[src/core/t16wg_defs.vh]
// Register map, field positions, reset values and timing constants of the waveform timer
`ifndef T16WG_DEFS_VH
`define T16WG_DEFS_VH

// ----------------------------------------------------------------------
// Register byte addresses
// ----------------------------------------------------------------------
`define T16WG_ADDR_CTRL_A 6'h00
`define T16WG_ADDR_CTRL_B 6'h04
`define T16WG_ADDR_COUNT 6'h08
`define T16WG_ADDR_CMP_A 6'h0c
`define T16WG_ADDR_CMP_B 6'h10
`define T16WG_ADDR_CAPT 6'h14
`define T16WG_ADDR_IRQ_STAT 6'h18
`define T16WG_ADDR_IRQ_CLR 6'h1c
`define T16WG_ADDR_IRQ_EN 6'h20
`define T16WG_ADDR_PIN_DIR 6'h24

// ----------------------------------------------------------------------
// Field positions
// ----------------------------------------------------------------------
`define T16WG_CA_MODE_A 7:6
`define T16WG_CA_MODE_B 5:4
`define T16WG_CA_WAVE_LO 1:0
`define T16WG_CB_WAVE_HI 4:3
`define T16WG_CB_CLK_SEL 2:0
`define T16WG_IRQ_OVF 0
`define T16WG_IRQ_MATCH_A 1
`define T16WG_IRQ_MATCH_B 2

// ----------------------------------------------------------------------
// Reset values and masks
// ----------------------------------------------------------------------
`define T16WG_CTRL_A_RST 8'h00
`define T16WG_CTRL_A_MASK 8'hf3
`define T16WG_CTRL_B_RST 5'h00
`define T16WG_WORD_RST 16'h0000
`define T16WG_IRQ_RST 3'h0
`define T16WG_DIR_RST 2'h0

// ----------------------------------------------------------------------
// Counter limits
// ----------------------------------------------------------------------
`define T16WG_BOTTOM 16'h0000
`define T16WG_MAX 16'hffff
`define T16WG_TOP_8 16'h00ff
`define T16WG_TOP_9 16'h01ff
`define T16WG_TOP_10 16'h03ff

// ----------------------------------------------------------------------
// Prescaler selections and terminal counts
// ----------------------------------------------------------------------
`define T16WG_CLK_STOP 3'h0
`define T16WG_CLK_DIV1 3'h1
`define T16WG_CLK_DIV8 3'h2
`define T16WG_CLK_DIV64 3'h3
`define T16WG_CLK_DIV256 3'h4
`define T16WG_CLK_DIV1024 3'h5
`define T16WG_PRE_END8 10'h007
`define T16WG_PRE_END64 10'h03f
`define T16WG_PRE_END256 10'h0ff
`define T16WG_PRE_END1024 10'h3ff
`define T16WG_PRE_ZERO 10'h000

`endif

[src/core/t16wg_compare.v]
// One compare channel: double-buffered compare value, match flagging and output waveform
`timescale 1ns/1ns
module t16wg_compare #(
  parameter WIDTH = 16
) (
  input wire i_clk,
  input wire i_arst_n,
  input wire i_tick,
  input wire [WIDTH-1:0] i_count,
  input wire [WIDTH-1:0] i_top,
  input wire [WIDTH-1:0] i_buffer,
  input wire i_immediate,
  input wire i_reload,
  input wire i_fast,
  input wire i_dual,
  input wire i_count_up,
  input wire i_at_top,
  input wire i_toggle_ok,
  input wire [1:0] i_out_mode,
  output wire [WIDTH-1:0] o_active,
  output wire o_wave,
  output wire o_connected,
  output wire o_flag_set
);

  reg [WIDTH-1:0] active_ff;
  reg wave_ff;
  reg pend_ff;
  reg nxt_wave;
  wire eq;
  wire match;
  wire ignore_match;

  assign eq = (i_count == active_ff);
  assign match = i_tick & eq;
  // Match at TOP in fast mode gives way to the TOP action
  assign ignore_match = i_fast & i_out_mode[1] & (active_ff == i_top);
  assign o_active = active_ff;
  assign o_wave = wave_ff;
  assign o_connected = (i_out_mode != 2'h0) & ((i_out_mode != 2'h1) | i_toggle_ok);
  assign o_flag_set = i_tick & pend_ff;

  // --------------------------------------------------------------------
  // Compare value update
  // --------------------------------------------------------------------
  always @(posedge i_clk or negedge i_arst_n) begin
    if (!i_arst_n) begin
      active_ff <= {WIDTH{1'b0}};
    end else if (i_immediate || (i_tick && i_reload)) begin
      active_ff <= i_buffer;
    end
  end

  // --------------------------------------------------------------------
  // Match flag one tick after the equal count
  // --------------------------------------------------------------------
  always @(posedge i_clk or negedge i_arst_n) begin
    if (!i_arst_n) begin
      pend_ff <= 1'b0;
    end else if (i_tick) begin
      pend_ff <= eq;
    end
  end

  // --------------------------------------------------------------------
  // Waveform action
  // --------------------------------------------------------------------
  always @* begin
    nxt_wave = wave_ff;
    if (i_fast) begin
      if (i_out_mode == 2'h1) begin
        if (match && i_toggle_ok) begin
          nxt_wave = ~wave_ff;
        end
      end else if (i_out_mode[1]) begin
        if (i_tick && i_at_top) begin
          nxt_wave = ~i_out_mode[0];
        end else if (match && !ignore_match) begin
          nxt_wave = i_out_mode[0];
        end
      end
    end else if (i_dual) begin
      if (match && (i_out_mode == 2'h1) && i_toggle_ok) begin
        nxt_wave = ~wave_ff;
      end else if (match && i_out_mode[1]) begin
        nxt_wave = i_count_up ? i_out_mode[0] : ~i_out_mode[0];
      end
    end else if (match) begin
      case (i_out_mode)
        2'h1: nxt_wave = ~wave_ff;
        2'h2: nxt_wave = 1'b0;
        2'h3: nxt_wave = 1'b1;
        default: nxt_wave = wave_ff;
      endcase
    end
  end

  always @(posedge i_clk or negedge i_arst_n) begin
    if (!i_arst_n) begin
      wave_ff <= 1'b0;
    end else begin
      wave_ff <= nxt_wave;
    end
  end

endmodule

[src/core/t16wg_timer.v]
// Top of the 16-bit waveform timer: APB registers, prescaler, counter, two channels, interrupt
`timescale 1ns/1ns
`include "t16wg_defs.vh"

module t16wg_timer #(
  parameter WIDTH = 16
) (
  input wire i_clk,
  input wire i_arst_n,
  input wire i_psel,
  input wire i_penable,
  input wire i_pwrite,
  input wire [5:0] i_paddr,
  input wire [31:0] i_pwdata,
  output wire [31:0] o_prdata,
  output wire o_pready,
  output wire o_pslverr,
  output wire o_chan_a_wave_pin,
  output wire o_chan_a_wave_oe,
  output wire o_chan_b_wave_pin,
  output wire o_chan_b_wave_oe,
  output wire o_irq
);

  // --------------------------------------------------------------------
  // Registers
  // --------------------------------------------------------------------
  reg [7:0] waveform_control_a_ff;
  reg [4:0] control_b_ff;
  reg [WIDTH-1:0] counter_value_ff;
  reg [WIDTH-1:0] cmp_buf_a_ff;
  reg [WIDTH-1:0] cmp_buf_b_ff;
  reg [WIDTH-1:0] capture_value_reg_ff;
  reg [2:0] irq_stat_ff;
  reg [2:0] irq_en_ff;
  reg [1:0] pin_dir_ff;
  reg count_up_ff;
  reg [9:0] pre_ff;
  reg pready_ff;
  reg pslverr_ff;
  reg [31:0] prdata_ff;
  reg pin_a_ff;
  reg oe_a_ff;
  reg pin_b_ff;
  reg oe_b_ff;
  reg irq_ff;

  reg [31:0] nxt_prdata;
  reg nxt_pslverr;
  reg [9:0] pre_end;
  reg [WIDTH-1:0] top;
  reg [WIDTH-1:0] nxt_count;
  reg nxt_up;

  wire [3:0] waveform_mode_select;
  wire [2:0] clk_sel;
  wire timer_tick_enable;
  wire access;
  wire wr;
  wire is_normal;
  wire clear_on_match_mode;
  wire is_fast;
  wire is_pc;
  wire is_pfc;
  wire is_dual;
  wire top_from_capture;
  wire top_from_a;
  wire at_top;
  wire at_bottom;
  wire immediate;
  wire reload;
  wire ovf_set;
  wire tog_ok_a;
  wire [WIDTH-1:0] act_a;
  wire [WIDTH-1:0] act_b;
  wire wave_a;
  wire wave_b;
  wire conn_a;
  wire conn_b;
  wire flag_a;
  wire flag_b;
  wire [2:0] irq_set;
  wire [2:0] irq_clr;

  // --------------------------------------------------------------------
  // Mode decode
  // --------------------------------------------------------------------
  assign waveform_mode_select = {control_b_ff[`T16WG_CB_WAVE_HI],
                                 waveform_control_a_ff[`T16WG_CA_WAVE_LO]};
  assign clk_sel = control_b_ff[`T16WG_CB_CLK_SEL];
  // Mode 13 is left undecoded and counts up from 0 to 0x00ff, then wraps, with no overflow flag
  assign is_normal = (waveform_mode_select == 4'h0);
  assign clear_on_match_mode = (waveform_mode_select == 4'h4) ||
                               (waveform_mode_select == 4'hc);
  assign is_fast = ((waveform_mode_select[3:2] == 2'h1) && (waveform_mode_select[1:0] != 2'h0)) ||
                   (waveform_mode_select[3:1] == 3'h7);
  assign is_pc = ((waveform_mode_select[3:2] == 2'h0) && (waveform_mode_select[1:0] != 2'h0)) ||
                 (waveform_mode_select[3:1] == 3'h5);
  assign is_pfc = (waveform_mode_select[3:1] == 3'h4);
  assign is_dual = is_pc | is_pfc;
  assign top_from_capture = (waveform_mode_select == 4'h8) || (waveform_mode_select == 4'ha) ||
                            (waveform_mode_select == 4'hc) || (waveform_mode_select == 4'he);
  assign top_from_a = (waveform_mode_select == 4'h4) || (waveform_mode_select == 4'h9) ||
                      (waveform_mode_select == 4'hb) || (waveform_mode_select == 4'hf);

  always @* begin
    if (top_from_capture) begin
      top = capture_value_reg_ff;
    end else if (top_from_a) begin
      top = act_a;
    end else if (is_normal) begin
      top = `T16WG_MAX;
    end else begin
      case (waveform_mode_select[1:0])
        2'h1: top = `T16WG_TOP_8;
        2'h2: top = `T16WG_TOP_9;
        default: top = `T16WG_TOP_10;
      endcase
    end
  end

  assign at_top = (counter_value_ff == top);
  assign at_bottom = (counter_value_ff == `T16WG_BOTTOM);
  assign immediate = is_normal | clear_on_match_mode;
  assign reload = is_pfc ? at_bottom : at_top;
  assign ovf_set = timer_tick_enable & (is_dual ? (at_bottom & ~count_up_ff) :
                   is_fast ? at_top : (counter_value_ff == `T16WG_MAX));
  assign tog_ok_a = (is_fast & waveform_mode_select[3]) |
                    (is_dual & waveform_mode_select[3]) |
                    ~(is_fast | is_dual);

  // --------------------------------------------------------------------
  // Prescaler: one-cycle tick enable
  // --------------------------------------------------------------------
  always @* begin
    case (clk_sel)
      `T16WG_CLK_DIV8: pre_end = `T16WG_PRE_END8;
      `T16WG_CLK_DIV64: pre_end = `T16WG_PRE_END64;
      `T16WG_CLK_DIV256: pre_end = `T16WG_PRE_END256;
      `T16WG_CLK_DIV1024: pre_end = `T16WG_PRE_END1024;
      default: pre_end = `T16WG_PRE_ZERO;
    endcase
  end

  assign timer_tick_enable = (clk_sel != `T16WG_CLK_STOP) && (clk_sel <= `T16WG_CLK_DIV1024) &&
                             (pre_ff == pre_end);

  always @(posedge i_clk or negedge i_arst_n) begin
    if (!i_arst_n) begin
      pre_ff <= `T16WG_PRE_ZERO;
    end else if (timer_tick_enable || (clk_sel == `T16WG_CLK_STOP)) begin
      pre_ff <= `T16WG_PRE_ZERO;
    end else begin
      pre_ff <= pre_ff + 10'h001;
    end
  end

  // --------------------------------------------------------------------
  // APB access
  // --------------------------------------------------------------------
  assign access = i_psel & i_penable & pready_ff;
  assign wr = access & i_pwrite;

  always @* begin
    nxt_prdata = 32'h0000_0000;
    nxt_pslverr = 1'b0;
    if (i_paddr == `T16WG_ADDR_CTRL_A) begin
      nxt_prdata[7:0] = waveform_control_a_ff & `T16WG_CTRL_A_MASK;
    end else if (i_paddr == `T16WG_ADDR_CTRL_B) begin
      nxt_prdata[4:0] = control_b_ff;
    end else if (i_paddr == `T16WG_ADDR_COUNT) begin
      nxt_prdata[WIDTH-1:0] = counter_value_ff;
    end else if (i_paddr == `T16WG_ADDR_CMP_A) begin
      nxt_prdata[WIDTH-1:0] = cmp_buf_a_ff;
    end else if (i_paddr == `T16WG_ADDR_CMP_B) begin
      nxt_prdata[WIDTH-1:0] = cmp_buf_b_ff;
    end else if (i_paddr == `T16WG_ADDR_CAPT) begin
      nxt_prdata[WIDTH-1:0] = capture_value_reg_ff;
    end else if (i_paddr == `T16WG_ADDR_IRQ_STAT) begin
      nxt_prdata[2:0] = irq_stat_ff;
    end else if (i_paddr == `T16WG_ADDR_IRQ_CLR) begin
      nxt_prdata = 32'h0000_0000;
    end else if (i_paddr == `T16WG_ADDR_IRQ_EN) begin
      nxt_prdata[2:0] = irq_en_ff;
    end else if (i_paddr == `T16WG_ADDR_PIN_DIR) begin
      nxt_prdata[1:0] = pin_dir_ff;
    end else begin
      nxt_pslverr = 1'b1;
    end
  end

  // Answer after one wait cycle in the access phase
  always @(posedge i_clk or negedge i_arst_n) begin
    if (!i_arst_n) begin
      pready_ff <= 1'b0;
      pslverr_ff <= 1'b0;
      prdata_ff <= 32'h0000_0000;
    end else begin
      pready_ff <= i_psel & i_penable & ~pready_ff;
      pslverr_ff <= i_psel & i_penable & ~pready_ff & nxt_pslverr;
      prdata_ff <= (i_psel & i_penable & ~pready_ff & ~i_pwrite) ? nxt_prdata : 32'h0000_0000;
    end
  end

  always @(posedge i_clk or negedge i_arst_n) begin
    if (!i_arst_n) begin
      waveform_control_a_ff <= `T16WG_CTRL_A_RST;
      control_b_ff <= `T16WG_CTRL_B_RST;
      cmp_buf_a_ff <= `T16WG_WORD_RST;
      cmp_buf_b_ff <= `T16WG_WORD_RST;
      capture_value_reg_ff <= `T16WG_WORD_RST;
      irq_en_ff <= `T16WG_IRQ_RST;
      pin_dir_ff <= `T16WG_DIR_RST;
    end else if (wr) begin
      if (i_paddr == `T16WG_ADDR_CTRL_A) begin
        waveform_control_a_ff <= i_pwdata[7:0] & `T16WG_CTRL_A_MASK;
      end else if (i_paddr == `T16WG_ADDR_CTRL_B) begin
        control_b_ff <= i_pwdata[4:0];
      end else if (i_paddr == `T16WG_ADDR_CMP_A) begin
        cmp_buf_a_ff <= i_pwdata[WIDTH-1:0];
      end else if (i_paddr == `T16WG_ADDR_CMP_B) begin
        cmp_buf_b_ff <= i_pwdata[WIDTH-1:0];
      end else if (i_paddr == `T16WG_ADDR_CAPT) begin
        capture_value_reg_ff <= i_pwdata[WIDTH-1:0];
      end else if (i_paddr == `T16WG_ADDR_IRQ_EN) begin
        irq_en_ff <= i_pwdata[2:0];
      end else if (i_paddr == `T16WG_ADDR_PIN_DIR) begin
        pin_dir_ff <= i_pwdata[1:0];
      end
    end
  end

  // --------------------------------------------------------------------
  // Counter sequence
  // --------------------------------------------------------------------
  always @* begin
    nxt_count = counter_value_ff;
    nxt_up = count_up_ff;
    if (wr && (i_paddr == `T16WG_ADDR_COUNT)) begin
      nxt_count = i_pwdata[WIDTH-1:0];
    end else if (timer_tick_enable) begin
      if (is_dual) begin
        if (count_up_ff && at_top) begin
          nxt_up = 1'b0;
          nxt_count = counter_value_ff - {{(WIDTH-1){1'b0}}, 1'b1};
        end else if (!count_up_ff && at_bottom) begin
          nxt_up = 1'b1;
          nxt_count = counter_value_ff + {{(WIDTH-1){1'b0}}, 1'b1};
        end else if (count_up_ff) begin
          nxt_count = counter_value_ff + {{(WIDTH-1){1'b0}}, 1'b1};
        end else begin
          nxt_count = counter_value_ff - {{(WIDTH-1){1'b0}}, 1'b1};
        end
      end else begin
        nxt_up = 1'b1;
        if (at_top) begin
          nxt_count = `T16WG_BOTTOM;
        end else begin
          nxt_count = counter_value_ff + {{(WIDTH-1){1'b0}}, 1'b1};
        end
      end
    end
  end

  always @(posedge i_clk or negedge i_arst_n) begin
    if (!i_arst_n) begin
      counter_value_ff <= `T16WG_WORD_RST;
      count_up_ff <= 1'b1;
    end else begin
      counter_value_ff <= nxt_count;
      count_up_ff <= nxt_up;
    end
  end

  // --------------------------------------------------------------------
  // Compare channels
  // --------------------------------------------------------------------
  t16wg_compare #(.WIDTH(WIDTH)) u_chan_a (
    .i_clk(i_clk),
    .i_arst_n(i_arst_n),
    .i_tick(timer_tick_enable),
    .i_count(counter_value_ff),
    .i_top(top),
    .i_buffer(cmp_buf_a_ff),
    .i_immediate(immediate),
    .i_reload(reload),
    .i_fast(is_fast),
    .i_dual(is_dual),
    .i_count_up(count_up_ff),
    .i_at_top(at_top),
    .i_toggle_ok(tog_ok_a),
    .i_out_mode(waveform_control_a_ff[`T16WG_CA_MODE_A]),
    .o_active(act_a),
    .o_wave(wave_a),
    .o_connected(conn_a),
    .o_flag_set(flag_a)
  );

  // Channel B never toggles in a PWM mode
  t16wg_compare #(.WIDTH(WIDTH)) u_chan_b (
    .i_clk(i_clk),
    .i_arst_n(i_arst_n),
    .i_tick(timer_tick_enable),
    .i_count(counter_value_ff),
    .i_top(top),
    .i_buffer(cmp_buf_b_ff),
    .i_immediate(immediate),
    .i_reload(reload),
    .i_fast(is_fast),
    .i_dual(is_dual),
    .i_count_up(count_up_ff),
    .i_at_top(at_top),
    .i_toggle_ok(~(is_fast | is_dual)),
    .i_out_mode(waveform_control_a_ff[`T16WG_CA_MODE_B]),
    .o_active(act_b),
    .o_wave(wave_b),
    .o_connected(conn_b),
    .o_flag_set(flag_b)
  );

  // --------------------------------------------------------------------
  // Interrupt status, clear and enable
  // --------------------------------------------------------------------
  assign irq_set = {flag_b, flag_a, ovf_set};
  assign irq_clr = (wr && (i_paddr == `T16WG_ADDR_IRQ_CLR)) ? i_pwdata[2:0] : `T16WG_IRQ_RST;

  // A set in the same cycle as its clear wins
  always @(posedge i_clk or negedge i_arst_n) begin
    if (!i_arst_n) begin
      irq_stat_ff <= `T16WG_IRQ_RST;
    end else begin
      irq_stat_ff <= (irq_stat_ff & ~irq_clr) | irq_set;
    end
  end

  // --------------------------------------------------------------------
  // Output flops
  // --------------------------------------------------------------------
  always @(posedge i_clk or negedge i_arst_n) begin
    if (!i_arst_n) begin
      pin_a_ff <= 1'b0;
      oe_a_ff <= 1'b0;
      pin_b_ff <= 1'b0;
      oe_b_ff <= 1'b0;
      irq_ff <= 1'b0;
    end else begin
      pin_a_ff <= conn_a & wave_a;
      oe_a_ff <= conn_a & pin_dir_ff[0];
      pin_b_ff <= conn_b & wave_b;
      oe_b_ff <= conn_b & pin_dir_ff[1];
      irq_ff <= |(((irq_stat_ff & ~irq_clr) | irq_set) & irq_en_ff);
    end
  end

  assign o_prdata = prdata_ff;
  assign o_pready = pready_ff;
  assign o_pslverr = pslverr_ff;
  assign o_chan_a_wave_pin = pin_a_ff;
  assign o_chan_a_wave_oe = oe_a_ff;
  assign o_chan_b_wave_pin = pin_b_ff;
  assign o_chan_b_wave_oe = oe_b_ff;
  assign o_irq = irq_ff;

endmodule

[config.mk]
export PLATFORM = sky130hd
export DESIGN_NAME = t16wg_timer
export DESIGN_NICKNAME = d
export VERILOG_FILES = /design/src/core/t16wg_compare.v /design/src/core/t16wg_timer.v
export VERILOG_INCLUDE_DIRS = /design/src /design/src/core
export SDC_FILE = /design/constraint.sdc
export NUM_CORES = 1
export LEC_CHECK = 0
export ABC_AREA = 0
export BUFFER_PORTS_ARGS = -buffer_cell sky130_fd_sc_hd__buf_2
export CAP_MARGIN = 10
export CELL_PAD_IN_SITES_DETAIL_PLACEMENT = 1
export CELL_PAD_IN_SITES_GLOBAL_PLACEMENT = 1
export CORE_MARGIN = 5
export CORE_UTILIZATION = 47
export DETAILED_ROUTE_END_ITERATION = 8
export PLACE_DENSITY = 0.9
export SLEW_MARGIN = 25
export SYNTH_ARGS = -nofsm -noshare
export SYNTH_HDL_FRONTEND = slang
export SYNTH_SLANG_ARGS = --single-unit
[constraint.sdc]
create_clock -name i_clk -period 4 [get_ports i_clk]
set_input_delay 0.2 -clock i_clk [delete_from_list [all_inputs] [get_ports i_clk]]
set_output_delay 0.2 -clock i_clk [all_outputs]
set_load 0.01 [all_outputs]
==> flow_metrics.py <==
metrics = {
    "status": {
        "status": "completed",
    },
    "yosys": {
        "synth_ff_type": "dfrtp_1",
        "yosys_warnings": 0,
        "yosysTopAreaCellShare": 0.384,
        "yosys-top-cells-area": "dfrtp_1, mux2_2, xnor2_1",
        "synthAdderAreaFrac": 0.00883,
        "synth_mux_area_frac": 0.135,
        "ys_types": 94,
        "synth.most_common_cell": "dfrtp_1",
        "synth-seq-cells": 153,
        "synth_compound_area_frac": 0.171,
        "synth_area_sq_um": 9910,
        "synth-seq-area-share": 0.386,
        "synth-simple-area-share": 0.174,
        "synth_async_sr_flop_share": 1.00,
        "synth_commonest_cells": "dfrtp_1, nand2_1, nor2_1",
        "synth_top_family_by_area": "simple AND/OR/NAND/NOR gates",
        "avgSynthCellArea_sq_um": 9.48,
        "synth_xor_area_frac": 0.0689,
        "synth_edf_count": 0,
        "synth_cells": 1046,
        "yosysTopAreaCell": "dfrtp_1",
    },
    "flow_run": {
        "maxCapViolations": 0,
    },
    "timing": {
        "slew_violations": 0,
        "timing.final.crit_share": 0.972,
        "hold_viol": 0,
        "rsz0062_at_grt": "no",
        "max_clock_freq_mhz": 257,
        "finalClockSkew_ns": 0.0118,
        "slew_headroom": 0.214,
        "tightest_slew_ns": 1.17,
        "setup_ws_ns": 0.112,
        "final.setup.tns_ns": 0,
        "fin_crit_ns": 3.89,
        "setup_violations": 0,
    },
    "routing": {
        "detail_route.wl_per_cell_um": 27.9,
        "vias": 9246,
        "drt_drc_violations_left": 0,
        "via_per_inst": 6.74,
        "final_antenna_net_count": 0,
        "first_pass_iters": 6,
        "totalWireLength_um": 38200,
        "drt_iter0_drc": 1131,
    },
    "grt": {
        "grtUsageTotal": 0.317,
        "grt_max_degree": 111,
        "overflow": 0,
        "grt_pass1_wl_um": 58900,
        "antenna_found_initial": 0,
        "grt_pass1_vias": 9855,
    },
    "hold_path": {
        "holdCritPathClass": "input port to flip-flop",
        "worstHoldPathCells": 3,
    },
    "place": {
        "place_inst": 1339,
        "routabilityCongestion": 1.00,
        "numPortBuffers": 49,
        "dp_slack_ns": 0.162,
        "dp_hpwl_um": 26800,
    },
    "floorplanning": {
        "fp.coreArea_sq_um": 20900,
        "die_h_um": 155,
        "io_pins": 82,
        "die_x_um": 155,
        "fp-row-count": 53,
        "initial_core_util": 0.475,
        "dieArea_sq_um": 24100,
    },
    "cells_and_area": {
        "layout.nets": 1134,
        "antenna_cells": 0,
        "syn_to_final_growth_pct": 11.8,
        "drive_above_1_share": 0.203,
        "seq_area_sq_um": 3830,
        "nFillCells": 2365,
        "fin_cells": 1372,
        "multi_input_area_sq_um": 5620,
    },
    "setup_path": {
        "cp-end-kind": "flip-flop",
        "arrival_ns": 4.21,
        "cp-start-kind": "flip-flop",
        "required_ns": 4.32,
        "r2r_cells": 13,
        "crit_type": "flip-flop to flip-flop",
        "crit_fanout": 12,
    },
    "power_and_ir_drop": {
        "power_density_nw_per_um2": 340,
        "ir_worst_vdd_mv": 0.329,
        "leakagePower_nw": 4.94,
        "p_total_mw": 3.77,
    },
    "clocking": {
        "cts_tree": "built",
        "htreeDepth": 4,
        "clock_path_buffers": 2,
        "clk_pin_slew_ns": 0.07,
        "clkSinkCount": 153,
        "clock_latency_ns": 0.44,
        "root_buffer": "clkbuf_16",
        "cts_buffers": 17,
    },
}
[power breakdown]
part           internal (mW)  switching, mW
registers               1.57         0.0569
logic                  0.170          0.326
clock network          0.887          0.756
[state kept, by name, indices dropped and copies added, names as in the netlist, 2 cells and up]
register and flops:
u_chan_b.o_active 16, cmp_buf_a_ff 16, o_prdata 16, irq_en_ff 3
u_chan_a.o_active 16, irq_stat_ff 3, waveform_control_a_ff 6, cmp_buf_b_ff 16
control_b_ff 5, counter_value_ff 16, pin_dir_ff 2, pre_ff 10
capture_value_reg_ff 16
[worst max-delay path: stages (launching register included)]
cell	delay, ns
dfrtp_1	0.39
inv_1	0.10
ha_2	0.36
buf_4	0.21
nand3b_1	0.32
a2bb2oi_1	0.26
o21ai_2	0.15
o22ai_1	0.15
nor4_1	0.56
nand4_2	0.29
nor2_2	0.24
a21oi_1	0.10
a311o_1	0.35
mux2_2	0.27
[routing by layer]
metal	up-vias	wire length, um	global-route usage
li1	3859	-	-
met1	4632	14600	0.403
met2	574	17700	0.508
met3	181	3490	0.0665
met4	0	2400	0.171
met5	-	0	0
[logic make-up after synthesis]
kind of cell,count (synthesis)
multiplexers,121
buffers and inverters,120
AND/OR/NAND/NOR,334
other,1
flip-flops,153
XOR/XNOR,78
AO/OA/AOI/OAI,232
adder cells (fa/ha/maj),7
[area by class of cell]
cell class | instances | share of cell area
clock buffers | 18 | 0.0387
repair buffers | 90 | 0.0520
clock inverters | 14 | 0.0142
inverters | 34 | 0.0115
flip-flops and latches | 153 | 0.346
multi-input cells | 788 | 0.507
well taps | 275 | 0.0310
[through the flow]
step	hold slack, ns	instance area (sq um)	util
floorplan	-0.0956	9970	-
global placement	0.397	10500	0.501
detailed placement	0.404	10500	0.501
CTS	0.0176	11100	0.530
global route	0.0483	11100	0.531
finish	0.0284	11100	0.531
[what timing repair did]
action                     CTS  global route
buffers inserted             0             0
setup endpoints to repair    0             8
resized for setup            0             3
hold buffers                 1             0
hold endpoints to repair   108             0
[placed cells by master, fill, tap and decap left out, types with 9 or more instances in the layout]
master / count
a21oi_1: 32
a221oi_1: 12
a22oi_1: 9
a31oi_1: 14
and2_1: 11
and3_1: 15
buf_2: 48
buf_4: 39
clkbuf_16: 17
conb_1: 16
dfrtp_1: 152
inv_1: 33
mux2_1: 30
mux2_2: 62
mux2i_1: 28
nand2_1: 85
nand2b_1: 14
nand3_1: 35
nand4_1: 15
nor2_1: 76
nor3_1: 18
nor4_1: 12
o21ai_0: 59
o22ai_1: 15
or3_1: 10
xnor2_1: 57
xor2_1: 21
[path summary, 6_finish.rpt]
| check | from | to | slack (ns) |
|---|---|---|---|
| hold reg to reg | o_pready | o_pready | 0.50 |
| setup reg to reg | waveform_control_a_ff[1] | u_chan_a.o_wave | 0.11 |
| max in group asynchronous | i_arst_n | u_chan_b.o_active[1] | 2.64 |
| hold / removal | i_penable | o_pready | 0.03 |
| min in group asynchronous | i_arst_n | irq_en_ff[0] | 0.44 |
| setup / recovery | waveform_control_a_ff[1] | u_chan_a.o_wave | 0.11 |
Power figures use the tool's default switching activity.
